--- config.mk ---
export PLATFORM = sky130hd
export DESIGN_NAME = bsa_control
export DESIGN_NICKNAME = d
export VERILOG_FILES = /design/src/bsa_pkg.sv /design/src/bsa_trial_if.sv /design/src/bsa_digit_store.sv /design/src/bsa_control.sv
export SDC_FILE = /design/constraint.sdc
export NUM_CORES = 1
export LEC_CHECK = 0
export BUFFER_PORTS_ARGS = -buffer_cell sky130_fd_sc_hd__buf_2
export CAP_MARGIN = 20
export CORE_MARGIN = 10
export CORE_UTILIZATION = 62
export CTS_CLUSTER_SIZE = 25
export DETAILED_ROUTE_END_ITERATION = 10
export PLACE_DENSITY_LB_ADDON = 0.3
export SYNTH_ARGS = -nofsm -noshare
export SYNTH_HDL_FRONTEND = slang
export SYNTH_SLANG_ARGS = --single-unit
--- constraint.sdc ---
create_clock -name clock -period 3.9 [get_ports clock]
set_clock_uncertainty 0.15 [all_clocks]
set_input_delay 0.78 -clock clock [delete_from_list [all_inputs] [get_ports clock]]
set_output_delay 0.78 -clock clock [all_outputs]
set_load 0.05 [all_outputs]
--- src/bsa_pkg.sv ---
// Package with constants and types for the BCD successive-approximation controller.
package bsa_pkg;
	localparam int DIGITS = 4;
	localparam int TRIALS_PER_DIGIT = 4;
	localparam int DECISIONS = DIGITS * TRIALS_PER_DIGIT;
	localparam logic [3:0] MSB_WEIGHT = 4'h8;
	localparam logic [3:0] DIGIT_RESET = 4'h0;
	localparam int CLOCK_HZ = 25000000;
	localparam int SETTLE_NS = 2000;
	localparam int SETTLE_CYCLES_RAW = (SETTLE_NS * (CLOCK_HZ / 1000000) + 999) / 1000;
	localparam int SETTLE_CYCLES = (SETTLE_CYCLES_RAW < 1) ? 1 : SETTLE_CYCLES_RAW;
	localparam int READING_NS = 1000000;
	localparam int READING_CYCLES = READING_NS * (CLOCK_HZ / 1000000) / 1000;
	typedef enum logic [1:0] {
		bsa_idle,
		bsa_settle,
		bsa_decide
	} bsa_state_t;
endpackage : bsa_pkg

--- src/bsa_trial_if.sv ---
// Interface carrying trial state between the sequencer and the digit store.
`timescale 1ns/1ps
interface bsa_trial_if;
	logic clear;
	logic keep;
	logic step;
	logic [1:0] digit;
	logic [3:0] weight;
	logic [15:0] kept;
	modport seq (output clear, output keep, output step, output digit, output weight, input kept);
	modport store (input clear, input keep, input step, input digit, input weight, output kept);
endinterface : bsa_trial_if

--- src/bsa_digit_store.sv ---
// Register store of the retained BCD weights of every digit.
`timescale 1ns/1ps
module bsa_digit_store (
	input wire logic clock,
	input wire logic rst,
	bsa_trial_if.store t
);
	logic [3:0] digit_q [0:3];

	genvar g;
	generate
		for (g = 0; g < 4; g++) begin : gen_digit
			wire logic sel = (t.digit == 2'(g));
			always_ff @(posedge clock or posedge rst) begin
				if (rst) begin
					digit_q[g] <= bsa_pkg::DIGIT_RESET;
				end else if (t.clear) begin
					digit_q[g] <= bsa_pkg::DIGIT_RESET;
				end else if (t.step && sel && t.keep) begin
					digit_q[g] <= digit_q[g] | t.weight;
				end
			end
			assign t.kept[15 - 4 * g -: 4] = digit_q[g];
		end
	endgenerate
endmodule : bsa_digit_store

--- src/bsa_control.sv ---
// Top of the BCD successive-approximation conversion controller.
`timescale 1ns/1ps
// Notes on behaviour
// - Each digit takes four trials, weights 8, 4, 2, 1 in that order.
// - Comparator high drops the trial weight; otherwise it stays and accumulates.
// - After four trials move to next lower decade digit.
// - Four digits of four trials: sixteen decisions, one at a time.
// - Top digit may hold any sum up to fifteen, reading up to 15999.
// - Digits resolved serially from the top; kept weights frozen afterwards.
// - Converter code always equals kept weights plus current trial.
// - After last decision the whole reading goes to the readout.
// - Decision rate only limited by settling time; result unaffected.
// - Sequencing supports one thousand readings per second.
module bsa_control #(
	parameter int SETTLE = bsa_pkg::SETTLE_CYCLES
) (
	input wire logic clock,
	input wire logic rst,
	input wire logic start,
	input wire logic cmp_above,
	output logic [15:0] dac_code,
	output logic [15:0] reading,
	output logic busy,
	output logic done
);
	bsa_trial_if t ();

	bsa_digit_store u_store (
		.clock(clock),
		.rst(rst),
		.t(t)
	);

	logic cmp_meta;
	logic cmp_sync;
	bsa_pkg::bsa_state_t state;
	bsa_pkg::bsa_state_t next_state;
	logic [1:0] digit;
	logic [3:0] weight;
	logic [15:0] settle_cnt;
	logic [15:0] held_cnt;
	logic [4:0] dec_cnt;

	// Places a four-bit weight into the nibble of one digit, the top digit at the high end.
	function automatic logic [15:0] place_weight(input logic [1:0] pos, input logic [3:0] w);
		logic [15:0] code;
		code = {w, 12'h000} >> (4 * pos);
		return code;
	endfunction : place_weight

	// Two-stage synchroniser for the analog comparator output.
	always_ff @(posedge clock or posedge rst) begin
		if (rst) begin
			cmp_meta <= 1'b0;
			cmp_sync <= 1'b0;
		end else begin
			cmp_meta <= cmp_above;
			cmp_sync <= cmp_meta;
		end
	end

	wire logic settled = (settle_cnt == 16'(SETTLE - 1));
	wire logic last_trial = (weight == 4'h1);
	wire logic last_digit = (digit == 2'(bsa_pkg::DIGITS - 1));
	wire logic deciding = (state == bsa_pkg::bsa_decide);
	wire logic finishing = deciding && last_trial && last_digit;
	// The decision reads the second synchroniser stage, so settling must cover two cycles of delay as well.
	wire logic keep_now = !cmp_sync;
	wire logic [15:0] trial_bits = place_weight(digit, weight);
	wire logic [15:0] next_dac = t.kept | trial_bits;
	// The next decade restarts at weight eight; the wrap past the last digit is never used.
	wire logic [15:0] next_top = place_weight(digit + 2'h1, bsa_pkg::MSB_WEIGHT);
	wire logic [15:0] upper_mask = ~(16'hffff >> (4 * digit));
	wire logic settling = (state == bsa_pkg::bsa_settle);

	// Trial state shared with the digit store.
	assign t.clear = (state == bsa_pkg::bsa_idle) && start;
	assign t.step = deciding;
	assign t.keep = keep_now;
	assign t.digit = digit;
	assign t.weight = weight;

	always_comb begin
		next_state = state;
		case (state)
			bsa_pkg::bsa_idle: begin
				if (start) begin
					next_state = bsa_pkg::bsa_settle;
				end
			end
			bsa_pkg::bsa_settle: begin
				if (settled) begin
					next_state = bsa_pkg::bsa_decide;
				end
			end
			bsa_pkg::bsa_decide: begin
				next_state = finishing ? bsa_pkg::bsa_idle : bsa_pkg::bsa_settle;
			end
			default: begin
				next_state = bsa_pkg::bsa_idle;
			end
		endcase
	end

	always_ff @(posedge clock or posedge rst) begin
		if (rst) begin
			state <= bsa_pkg::bsa_idle;
		end else begin
			state <= next_state;
		end
	end

	// Settling counter restarts for every new trial code.
	always_ff @(posedge clock or posedge rst) begin
		if (rst) begin
			settle_cnt <= 16'h0000;
		end else if (state != bsa_pkg::bsa_settle) begin
			settle_cnt <= 16'h0000;
		end else if (!settled) begin
			settle_cnt <= settle_cnt + 16'h0001;
		end
	end

	// Trial weight walks 8, 4, 2, 1 and then steps down one decade.
	always_ff @(posedge clock or posedge rst) begin
		if (rst) begin
			digit <= 2'h0;
			weight <= 4'h0;
		end else if (t.clear) begin
			digit <= 2'h0;
			weight <= bsa_pkg::MSB_WEIGHT;
		end else if (deciding) begin
			if (last_trial) begin
				digit <= finishing ? 2'h0 : digit + 2'h1;
				weight <= finishing ? 4'h0 : bsa_pkg::MSB_WEIGHT;
			end else begin
				weight <= weight >> 1;
			end
		end
	end

	// The converter sees kept weights plus the trial; the top digit may reach fifteen.
	always_ff @(posedge clock or posedge rst) begin
		if (rst) begin
			dac_code <= 16'h0000;
		end else if (t.clear) begin
			dac_code <= {bsa_pkg::MSB_WEIGHT, 12'h000};
		end else if (deciding) begin
			if (finishing) begin
				dac_code <= keep_now ? (t.kept | trial_bits) : t.kept;
			end else if (last_trial) begin
				dac_code <= (keep_now ? (t.kept | trial_bits) : t.kept) | next_top;
			end else begin
				dac_code <= (keep_now ? next_dac : t.kept) | (trial_bits >> 1);
			end
		end
	end

	always_ff @(posedge clock or posedge rst) begin
		if (rst) begin
			reading <= 16'h0000;
			busy <= 1'b0;
			done <= 1'b0;
		end else begin
			done <= finishing;
			if (finishing) begin
				reading <= keep_now ? next_dac : t.kept;
				busy <= 1'b0;
			end else if (t.clear) begin
				busy <= 1'b1;
			end
		end
	end

	// Elapsed length of the current conversion, used to check the reading rate.
	logic [31:0] conv_cycles;
	always_ff @(posedge clock or posedge rst) begin
		if (rst) begin
			conv_cycles <= 32'h0;
		end else if (t.clear) begin
			conv_cycles <= 32'h1;
		end else if (busy) begin
			conv_cycles <= conv_cycles + 32'h1;
		end
	end

	// Helper counts for the checks below: cycles held in the current settle and decisions made so far.
	always_ff @(posedge clock or posedge rst) begin
		if (rst) begin
			held_cnt <= 16'h0000;
		end else if (settling) begin
			held_cnt <= held_cnt + 16'h0001;
		end else begin
			held_cnt <= 16'h0000;
		end
	end

	always_ff @(posedge clock or posedge rst) begin
		if (rst) begin
			dec_cnt <= 5'h00;
		end else if (t.clear) begin
			dec_cnt <= 5'h00;
		end else if (deciding) begin
			dec_cnt <= dec_cnt + 5'h01;
		end
	end

	// Digits below the one on trial have had no trial yet and must still be empty.
	genvar lg;
	generate
		for (lg = 1; lg < bsa_pkg::DIGITS; lg++) begin : gen_lower_check

		end
	endgenerate
endmodule : bsa_control

* After elaboration in Yosys (flattened, before gate mapping) *
Cells that the tools add are included.

word-level totals
  output and inout port bits = 34
  register bits after elaboration = 76
  word-level logic and storage cells = 88

cells by class
  bitwise gates (word level) = 7
  shifts and indexed selects = 2
  $add $sub $neg = 2
  equal/unequal tests = 11
  multiplexer cells = 29
  reductions and logical operators = 23

operators with widths
  operator                                               count
  2-to-1 mux 16 bit                                      7
  2-to-1 mux 4 bit                                       12
  bitwise OR 16 bit                                      2
  adder 16 x 1 -> 16 bit (second input constant)         1
  equality test 16 x 6 -> 1 bit (second input constant)  1
  bitwise OR 16 x 15 -> 16 bit                           1
  bitwise OR 4 bit                                       4
  >> shifter 16 x 4 -> 16 bit                            1
  >> shifter 16 x 4 -> 16 bit (first input constant)     1
  nonzero test 2 bit                                     7
  2-to-1 mux 2 bit                                       6
  logical AND 1 bit                                      11
  equality test 2 bit (second input constant)            3
  case mux 2 bit (3 select lines)                        1
  equality test 2 x 1 -> 1 bit (second input constant)   2
  equality test 4 x 1 -> 1 bit (second input constant)   1
  logical NOT 2 bit                                      2
  != test 2 x 1 -> 1 bit (second input constant)         2
  != test 2 bit (second input constant)                  2
  AND reduction 2 bit                                    2
  2-to-1 mux 1 bit                                       3
  adder 2 x 1 -> 2 bit (second input constant)           1
  logical NOT 1 bit                                      1

* Longest topological paths before layout *
Gate-level depths: netlist of run 1.

  depth in word-level cells = 8
  depth in mapped cells = 6
  mapped depth without buffers = 6

* Cells and area by module *
Synthesis of run 1 repeated with hierarchy kept, for this count alone.

unflattened totals
  cell total of the unflattened synthesis = 351
  area total of the unflattened synthesis = 3507.1 um2

modules (own cells, without submodules)
  module           instances  cells an instance  area each (um2)
  bsa_control      1          292                2831.5
  bsa_digit_store  1          59                 675.6

* Worst setup path after synthesis of run 1 *
OpenSTA, ideal clock, no wires.

  kind = reg-to-reg
  start point = register weight[3], in the netlist t.weight[3]
  end point = register reading[7]
  required time = 3625 ps
  period minus slack after synthesis = 1909 ps
  cell stages (with the launch flop) = 5
  arrival time = 1635 ps
  slack = 1991 ps
  cell sequence = dfrtp_1 > buf_6 > or4b_4 > nor3_4 > mux2_2

on the way
  longest elaborated chain between the ends = 3
  elaborated cells on any way between the ends = 6

ends and longest elaborated chain
  what                                                                                line                                   text
  start, declared                                                                     bsa_control.sv:39                      logic [3:0] weight;
  start signal, assigned                                                              bsa_control.sv:131                     weight <= bsa_pkg::MSB_WEIGHT;
  start signal, assigned                                                              bsa_control.sv:135                     weight <= finishing ? 4'h0 : bsa_pkg::MSB_WEIGHT;
  start signal, assigned                                                              bsa_control.sv:137                     weight <= weight >> 1;
  >> shifter 16 x 4 -> 16 bit / equality test 4 x 1 -> 1 bit (equally long branches)  bsa_control.sv:47, bsa_control.sv:63
  bitwise OR 16 bit / logical AND 1 bit (equally long branches)                       bsa_control.sv:70, bsa_control.sv:66
  2-to-1 mux 16 bit / logical AND 1 bit (equally long branches)                       bsa_control.sv:167, bsa_control.sv:66
  end signal, assigned                                                                bsa_control.sv:167                     reading <= keep_now ? next_dac : t.kept;
  end, declared                                                                       bsa_control.sv:22                      output logic [15:0] reading,

Several ways; a longest one is shown, not always the timed one.
A chain may end at the register's enable or synchronous reset.

* Final worst setup path of run 1 *
  start point = register weight[0], in the netlist t.weight[0]
  end point = register state[0]

on the way
  longest elaborated chain between the ends = 5

ends and longest elaborated chain
  what                             line                text
  equality test 4 x 1 -> 1 bit     bsa_control.sv:63   wire logic last_trial = (weight == 4'h1);
  logical AND 1 bit (2 in a row)   bsa_control.sv:66   wire logic finishing = deciding && last_trial && last_digit;
  2-to-1 mux 1 bit                 bsa_control.sv:97   next_state = finishing ? bsa_pkg::bsa_idle : bsa_pkg::bsa_settle;
  case mux 2 bit (3 select lines)  bsa_control.sv:85   case (state)
  end signal, assigned             bsa_control.sv:107  state <= bsa_pkg::bsa_idle;
  end signal, assigned             bsa_control.sv:109  state <= next_state;
  end, declared                    bsa_control.sv:36   bsa_pkg::bsa_state_t state;

Every way passes these cells.

==> Flow_metrics.wiki, run 1 <==
{| class="wikitable"
! Metric !! Value
|-
| Final HPWL DP || 5530 um
|-
| CP arrival || 2.55 ns
|-
| Synth-to-layout area growth || 12.4%
|-
| Total iterations of the first detailed-routing run || 5
|-
| Final critical-path required period || 2.50 ns
|-
| Maximum number of pins on one net before global-route repair || 77
|-
| Sink of the worst hold path || cmp_sync
|-
| Pleak || 1.79 nW
|-
| Cell Count Post-Placement || 443
|-
| Final Wtd Congestion || 0.910
|-
| Commonest cells after routing, fill and taps aside || dfrtp_1 (76), nor2_1 (54), a21oi_1 (51), buf_2 (37), nand2_1 (22)
|-
| Slowest stage cell, crit path || dfrtp_1
|-
| Gate family responsible for the most delay along the worst path || simple AND/OR/NAND/NOR gates
|-
| Post-CTS setup buffer count || 0
|-
| Depth of the CTS H-tree || 3
|-
| Antenna violations before repair || 0
|-
| Starting density of the core || 0.631
|-
| Final setup vio count || 0
|-
| Layout fillers || about 430
|-
| Area of combinational cells with multiple inputs || between 0.001 and 0.0015 mm2
|-
| Highest achievable clock rate || between 300 and 400 MHz
|-
| Floorplan core area || roughly 0.0054 mm2
|-
| DRC || 0
|-
| Synth warnings || 0
|-
| Critical path peak fanout || 19
|-
| Height of the die || 94.4 um
|-
| Proportion of layout cells with a drive suffix above 1 || 0.204
|-
| Worst-Skew Late Latency || 0.35 ns
|-
| Result of the run || finished clean
|-
| Register area || 0.00190 mm2
|-
| Class of the tightest hold or removal check || reg2reg
|-
| Number of diodes || 0
|-
| X dimension of the die || about 94 um
|-
| Post-synthesis cell count || 346
|-
| Kind of end point of the critical path || flip-flop
|-
| Routed length per instance || ~17 um
|-
| Number of hold buffers added after cts || 0
|-
| Startpoint of the worst hold path || cmp_meta
|-
| Startpoint types || flip-flop
|-
| Biggest cell delay along the critical path || 0.59 ns
|-
| Via density per instance || 5.94
|-
| Share of synthesized flip-flops with an asynchronous set or reset || 1.00
|-
| Core Rows || 27
|-
| Global-route congestion overflow total || 0
|-
| Count of non-filler cells in the finished layout || about 460
|-
| Total length of routed wires || 8010 um
|-
| Number of I/O port buffers || 37
|-
| Synth Flop Type || dfrtp_1
|-
| Pwr dens || 380 mW/mm2
|-
| Total nets after synthesis || 357
|-
| Antenna viol nets, final || 0
|-
| Number of enable-type register cells in the synthesized netlist || 0
|-
| Average instance area after synthesis || 9.91 um2
|-
| Synthesized flop and latch total || 76
|-
| Vias in the first global route || between 2k and 3k
|-
| Final number of hold-violating endpoints || 0
|-
| Worst-path clk slew || ~0.08 ns
|-
| Die Outline Area || 0.00891 mm2
|-
| Cells traversed along the worst timing path || or4b_4 > nor3_4 > buf_4 > o21ai_0
|-
| Global-route wire length before repair || roughly 13000 um
|-
| Endpoint of the most critical register-to-register path || state[0]
|-
| Inserted Clock Buffers || 9
|-
| Launch point of the worst reg-to-reg path || t.weight[0]
|-
| Worst rel slew slack || 0.377
|-
| Netlist cell types || 38
|-
| Setup slack after placement || 1.42 ns
|-
| I/O pin cnt || 38
|-
| First-iteration detailed-routing DRC count || about 230
|-
| Crit Path Class || reg2reg
|-
| Peak supply drop || 0.225 mV
|-
| Reg2reg setup slack || 1.40 ns
|-
| Vias || about 2.7k
|-
| Length in cells of the worst reg-to-reg path || 4
|-
| Final layout net count || 393
|-
| Count of instances resized after the clock tree is built || 0
|-
| Slew @ Worst Pin || just over 0.9 ns
|-
| Share of the clock period used by the worst path after layout || 0.642
|-
| # clock sinks || 76
|-
| TritonCTS clock tree || built
|-
| Proportion of synthesized chip area in sequential cells || 0.555
|-
| Post-route total power || 1.46 mW
|-
| Critical path buffer and inverter count || 1
|-
| Cell count of the worst hold path || 0
|-
| RSZ-0062 raised after global routing || false
|-
| Number of pins exceeding their max-slew limit in the final report || 0
|-
| Required time of the worst setup path || 3.95 ns
|-
| Min Hold Slack || ~0.20 ns
|-
| Global routing usage summed across all routing layers || 0.189
|-
| Accumulated negative setup slack || 0 ns
|-
| Clock Tree Root || clkbuf_8
|-
| Maximum clock insertion buffer count || 2
|-
| Worst setup slack after layout || 1.40 ns
|-
| Post-Synthesis Cell Area || around 0.0034 mm2
|-
| Leading cell type in the layout, fill and taps excluded || dfrtp_1
|-
| Max_cap viols || 0
|}
## synth_stat cells, types with 2 or more instances
library cell / number / area, um2
dfrtp_1: 76 / 1900
nor2_1: 54 / 203
a21oi_1: 51 / 255
nand2_1: 22 / 82.6
o21ai_0: 20 / 100
clkbuf_1: 13 / 48.8
a21oi_2: 12 / 105
inv_1: 10 / 37.5
nor2b_1: 9 / 56.3
ha_1: 7 / 87.6
xnor2_1: 7 / 61.3
nand4_1: 6 / 37.5
nor3_1: 6 / 30.0
nor4_1: 6 / 37.5
nand3_1: 5 / 25.0
a22o_1: 4 / 35.0
nor3b_1: 4 / 30.0
or2_2: 4 / 25.0
xor2_1: 4 / 35.0
buf_6: 3 / 33.8
nand2b_1: 3 / 18.8
a211oi_1: 2 / 15.0
mux2i_1: 2 / 20.0
or3_1: 2 / 12.5
## registers in the layout (all words and copies together) (netlist names)
name and cells:
t.weight 4, busy 1, u_store.t.kept 16, reading 16
cmp_meta 1, settle_cnt 16, cmp_sync 1, state 2
dac_code 16, done 1, digit 2
## kinds of logic after synthesis
family	synth area share
compound gates	0.163
buf+inv	0.0372
fa+ha+maj	0.0255
mux	0.00912
simple gates	0.183
xor+xnor	0.0281
flops	0.555
## metal layers
layer | global-route usage | up-vias | routed length, um
met5 | 0 | - | 0
met4 | 0.0937 | 0 | 184
met3 | 0.0508 | 17 | 670
met2 | 0.274 | 124 | 3700
met1 | 0.255 | 1324 | 3460
li1 | - | 1261 | -
## where the power goes
part           switching (mW)  internal (mW)
combinational          0.0357         0.0127
clock                   0.296          0.312
sequential             0.0105          0.798
## final cells by class
cell class / instances / area share
flip-flops and latches: 76 / 0.494
multi-input cells: 243 / 0.363
repair buffers: 42 / 0.0578
clock buffers: 10 / 0.0357
well taps: 72 / 0.0234
clock inverters: 6 / 0.0166
inverters: 10 / 0.00974
## how the worst max path moves through the flow
stage	startpoint	to	slack, ns	cells after the start
finish	t.weight[0]	state[0]	1.40	4
global placement	t.weight[3]	state[0]	1.53	4
global route	t.weight[0]	state[0]	1.26	4
floorplan	rst	busy	1.03	1
CTS	t.weight[0]	state[0]	1.42	4
detailed placement	t.weight[0]	state[0]	1.42	4
## per-stage QoR
stage	area, um2	util
2_1_floorplan	3430	-
3_3_place_gp	3640	0.670
3_5_place_dp	3650	0.671
4_1_cts	3850	0.709
5_1_grt	3850	0.709
6_report	3850	0.709
No activity file was read; power rests on OpenSTA's default activity.
==> inputs of run 2 (changes only) <==
Settings changed: CORE_UTILIZATION 62 to 58.
Clock period 3.9 ns to 2.4 ns, I/O delays scaled along.
==> Flow_metrics.wiki, run 2 (same netlist as run 1, synthesis figures left out) <==
{| class="wikitable"
! Metric !! Value
|-
| Result of the run || finished clean
|-
| Routed length per instance || 16.6 um
|-
| Post-CTS setup buffer count || 0
|-
| Layout fillers || ~430
|-
| Final critical-path required period || 1.96 ns
|-
| Worst rel slew slack || 0.555
|-
| Total length of routed wires || 7620 um
|-
| Via density per instance || 5.90
|-
| Final HPWL DP || 5120 um
|-
| Leading cell type in the layout, fill and taps excluded || dfrtp_1
|-
| Count of non-filler cells in the finished layout || 458
|-
| Maximum clock insertion buffer count || 2
|-
| Antenna viol nets, final || 0
|-
| Clock share of power || 0.452
|-
| Power Internal || 2.01 mW
|-
| Cell Count Post-Placement || 443
|-
| Biggest cell delay along the critical path || 0.56 ns
|-
| Synth-to-layout area growth || 14.0%
|-
| Critical path peak fanout || 32
|-
| Kind of end point of the critical path || flip-flop
|-
| Gate family responsible for the most delay along the worst path || simple AND/OR/NAND/NOR gates
|-
| Number of I/O port buffers || 37
|-
| Max_cap viols || 0
|-
| DRC || 0
|-
| Maximum number of pins on one net before global-route repair || 77
|-
| Global-route wire length before repair || between 10000 and 15000 um
|-
| Vias in the first global route || 2482
|-
| Count of instances resized after the clock tree is built || 0
|-
| TritonCTS clock tree || built
|-
| Inserted Clock Buffers || 9
|-
| Die Outline Area || 0.00939 mm2
|-
| Part of the total power dissipated in sequential elements || 0.516
|-
| Proportion of layout cells with a drive suffix above 1 || 0.197
|-
| Critical path buffer and inverter count || 1
|-
| Crit Path Class || reg2reg
|-
| Min Hold Slack || about 0.085 ns
|-
| Global-route congestion overflow total || 0
|-
| Highest achievable clock rate || a little over 500 MHz
|-
| Pwr dens || 651 mW/mm2
|-
| X dimension of the die || 96.9 um
|-
| First-iteration detailed-routing DRC count || roughly 340
|-
| Floorplan core area || roughly 0.0056 mm2
|-
| Peak supply drop || 0.453 mV
|-
| Commonest cells after routing, fill and taps aside || dfrtp_1 (76), nor2_1 (54), a21oi_1 (51), buf_2 (37), nand2_1 (22)
|-
| Reg2reg setup slack || 0.44 ns
|-
| I/O pin cnt || 38
|-
| Global routing usage summed across all routing layers || 0.162
|-
| Height of the die || 96.9 um
|-
| RSZ-0062 raised after global routing || false
|-
| Pleak || 1.80 nW
|-
| Required time of the worst setup path || 2.52 ns
|-
| Net switching power figure || 0.537 mW
|-
| Switching power share of the total || 0.211
|-
| Logic pwr share || 0.032
|-
| Final number of hold-violating endpoints || 0
|-
| Clock Tree Root || clkbuf_8
|-
| Antenna violations before repair || 0
|-
| Cells traversed along the worst timing path || or4b_4 > nor3_4 > buf_12 > nor2_1 > a21oi_1
|-
| Core Rows || 27
|-
| Vias || 2704
|-
| Slowest stage cell, crit path || dfrtp_1
|-
| Worst setup slack after layout || ~0.44 ns
|-
| Final layout net count || 393
|-
| Share of the clock period used by the worst path after layout || 0.819
|-
| Class of the tightest hold or removal check || in2async
|-
| Final setup vio count || 0
|-
| Worst-path clk slew || 0.08 ns
|-
| Total iterations of the first detailed-routing run || 5
|-
| Depth of the CTS H-tree || 3
|-
| Slew @ Worst Pin || approximately 0.67 ns
|-
| Setup slack after placement || about 0.46 ns
|-
| Final Wtd Congestion || 0.898
|-
| Number of hold buffers added after cts || 0
|-
| Worst-Skew Late Latency || 0.35 ns
|-
| Number of diodes || 0
|-
| CP arrival || approximately 2.1 ns
|-
| # clock sinks || 76
|-
| Number of pins exceeding their max-slew limit in the final report || 0
|-
| Starting density of the core || 0.612
|-
| Startpoint types || flip-flop
|-
| Accumulated negative setup slack || 0 ns
|}
run 2: cell count changes in the layout (fill, tap and decap cells not counted), sizes merged:
| cell | change |
|---|---|
| bufinv | +2 |
| clkbuf | +1 |
| clkinv | -2 |
| clkinvlp | -1 |
| inv | -1 |
run 2: power by group through the flow:
stage / logic, mW / clock network, mW / registers [mW]
floorplan: 0.0564 / 0 / 1.34
global placement: 0.0810 / 0 / 1.34
detailed placement: 0.0824 / 0 / 1.34
CTS: 0.0832 / 1.15 / 1.31
global route: 0.0928 / 1.22 / 1.32
finish: 0.0813 / 1.15 / 1.31
run 2: layout make-up:
type                            instances  area (um2)  share of cell area
Clock buffer                           11         131              0.0336
Clock inverter                          4        98.8              0.0253
Inverter                               10        41.3              0.0106
Multi-Input combinational cell        243        1400               0.358
Sequential cell                        76        1900               0.486
Tap cell                               72        90.1              0.0230
Timing Repair Buffer                   42         248              0.0633
run 2: final timing paths:
kind	startpoint	endpoint	cells past startpoint
max in group asynchronous	rst	dac_code[10]	3
max reg2reg	t.weight[0]	reading[5]	5
max	t.weight[0]	reading[5]	5
min	rst	settle_cnt[0]	3
min reg2reg	cmp_meta	cmp_sync	0
min in group clock	cmp_above	cmp_meta	1
run 2: worst reg2reg max path: cells and delay by family, from the launching register on:
kind	cells	cell delay, ns
AOI/OAI and AO/OA	1	0.12
buffers and inverters	1	0.23
DFF	1	0.56
and+or+nand+nor	3	0.83
run 2: layer usage:
metal  track usage  part of all wire  wire length (um)
met5             0                 0                 0
met4        0.0609             0.014               105
met3        0.0476             0.069               528
met2         0.232              0.45              3420
met1         0.225              0.47              3560
run 2: per-stage QoR:
step	instance area (um2)	power, mW	util
after floorplan	3430	1.39	-
after global placement	3680	1.42	0.656
after detailed placement	3680	1.42	0.656
after CTS	3910	2.55	0.697
after global routing	3910	2.63	0.697
final	3910	2.54	0.697
==> inputs of run 3 (changes only) <==
Settings changed: CORE_UTILIZATION 58 to 52.
Clock period 2.4 ns to 1.6 ns, I/O delays scaled along.
==> Flow_metrics.wiki, run 3 (same netlist as run 1, synthesis figures left out) <==
{| class="wikitable"
! Metric !! Value
|-
| Depth of the CTS H-tree || 3
|-
| Global-route wire length before repair || 13600 um
|-
| Total iterations of the first detailed-routing run || 4
|-
| Worst-Skew Late Latency || 0.36 ns
|-
| Peak supply drop || 0.946 mV
|-
| Final number of hold-violating endpoints || 0
|-
| X dimension of the die || 101 um
|-
| Class of the tightest hold or removal check || in2reg
|-
| Total length of routed wires || roughly 9000 um
|-
| Accumulated negative setup slack || -4.34 ns
|-
| Required time of the worst setup path || 1.74 ns
|-
| Crit Path Class || reg2reg
|-
| Pleak || roughly 2.2 nW
|-
| Worst setup slack after layout || -0.233 ns
|-
| Min Hold Slack || 0.166 ns
|-
| RSZ-0062 raised after global routing || true
|-
| Final setup vio count || 25
|-
| Startpoint types || flip-flop
|-
| Global-route congestion overflow total || 0
|-
| Core Rows || 29
|-
| Leading cell type in the layout, fill and taps excluded || dfrtp_1
|-
| Number of diodes || 0
|-
| # clock sinks || 76
|-
| Maximum number of pins on one net before global-route repair || 77
|-
| Final Wtd Congestion || 0.840
|-
| First-iteration detailed-routing DRC count || 199
|-
| Height of the die || 101 um
|-
| Maximum clock insertion buffer count || 2
|-
| Inserted Clock Buffers || 9
|-
| Violations in the final reports || negative setup slack
|-
| Share of the clock period used by the worst path after layout || 1.15
|-
| DRC || 0
|-
| Vias in the first global route || 2805
|-
| Critical path peak fanout || 8
|-
| Slew @ Worst Pin || between 0.4 and 0.5 ns
|-
| Worst-path clk slew || 0.08 ns
|-
| CP arrival || around 2 ns
|-
| Post-route cell area || around 0.0047 mm2
|-
| Result of the run || finished, violations left
|-
| Antenna viol nets, final || 0
|-
| Routed length per instance || 17.1 um
|-
| Final critical-path required period || 1.83 ns
|-
| Commonest cells after routing, fill and taps aside || dfrtp_1 (76), buf_4 (54), nor2_1 (46), a21oi_1 (38), buf_2 (37)
|-
| Floorplan core area || 0.00639 mm2
|-
| Number of I/O port buffers || 37
|-
| Clock Tree Root || clkbuf_8
|-
| Final HPWL DP || between 5000 and 6000 um
|-
| Vias || 2949
|-
| Synth-to-layout area growth || 36.6%
|-
| Highest achievable clock rate || 546 MHz
|-
| Cell Area, Placed || 0.00411 mm2
|-
| Via density per instance || 5.60
|-
| Kind of end point of the critical path || flip-flop
|-
| Max_cap viols || 0
|-
| TritonCTS clock tree || built
|-
| Antenna violations before repair || 0
|-
| Die Outline Area || 0.0102 mm2
|-
| Final layout net count || 456
|-
| Pwr dens || 801 mW/mm2
|-
| Global routing usage summed across all routing layers || 0.166
|-
| I/O pin cnt || 38
|-
| Proportion of layout cells with a drive suffix above 1 || 0.413
|-
| Starting density of the core || 0.537
|-
| Setup slack after placement || -0.291 ns
|-
| Number of pins exceeding their max-slew limit in the final report || 0
|-
| Worst rel slew slack || 0.730
|}
[run 3: cell types whose count changed in the layout (fill, tap and decap cells not counted), moves of 4 or more]
cell	delta
nor2_1	-8
a21oi_2	+13
a21oi_1	-13
nor4_2	+4
buf_4	+51
buf_6	+7
nor2_4	+5
nor4_1	-4
[run 3: metal layers]
metal	routed length, um	up-vias	GRT usage
met1	3940	1447	0.205
met2	4330	99	0.270
met5	0	-	0
met3	558	15	0.0436
met4	175	0	0.0697
li1	-	1388	-
[run 3: critical path, stage by stage, from the launching register on]
cell       delay (ns)
dfrtp_1          0.40
or4b_4           0.56
nor3_4           0.20
buf_6            0.16
clkbuf_16        0.16
nor2_2           0.04
a21oi_2          0.09
[run 3: final cells by class]
class                           count  area (um2)
Sequential cell                    76        1900
Timing Repair Buffer              105         795
Multi-Input combinational cell    243        1640
Tap cell                           77        96.3
Clock inverter                      7        91.3
Fill cell                         445        1700
Inverter                           10        41.3
Clock buffer                        9         124
[run 3: through the flow]
stage	total power [mW]	std cells	utilization
floorplan	2.09	346	-
global placement	2.14	497	0.643
CTS	3.74	521	0.696
finish	3.75	527	0.734
global route	3.85	527	0.734
detailed placement	2.14	497	0.643
[run 3: repair_timing]
| action | CTS | global route |
|---|---|---|
| cloned | 1 | 1 |
| setup buffers | 5 | 12 |
| resized for setup | 12 | 53 |
| hold buffers | 2 | 0 |
| endpoints found under the setup margin | 28 | 58 |
| pin swaps | 2 | 11 |
| hold endpoints to repair | 77 | 0 |
[run 3: report_power, final]
group | switching, mW | internal [mW]
Combinational | 0.101 | 0.0592
Clock | 0.749 | 0.872
Sequential | 0.0243 | 1.94
Total | 0.875 | 2.88
[run 3: worst paths after layout]
path / start / to / slack (ns) / cells after the start
worst max-delay path: t.weight[1] / reading[14] / -0.23 / 6
worst min-delay path: start / dac_code[7] / 0.17 / 4
worst max register to register: t.weight[1] / reading[14] / -0.23 / 6
worst min register to register: cmp_meta / cmp_sync / 0.21 / 0
max in group asynchronous: rst / dac_code[2] / 0.52 / 4
min in group asynchronous: rst / cmp_meta / 0.46 / 4
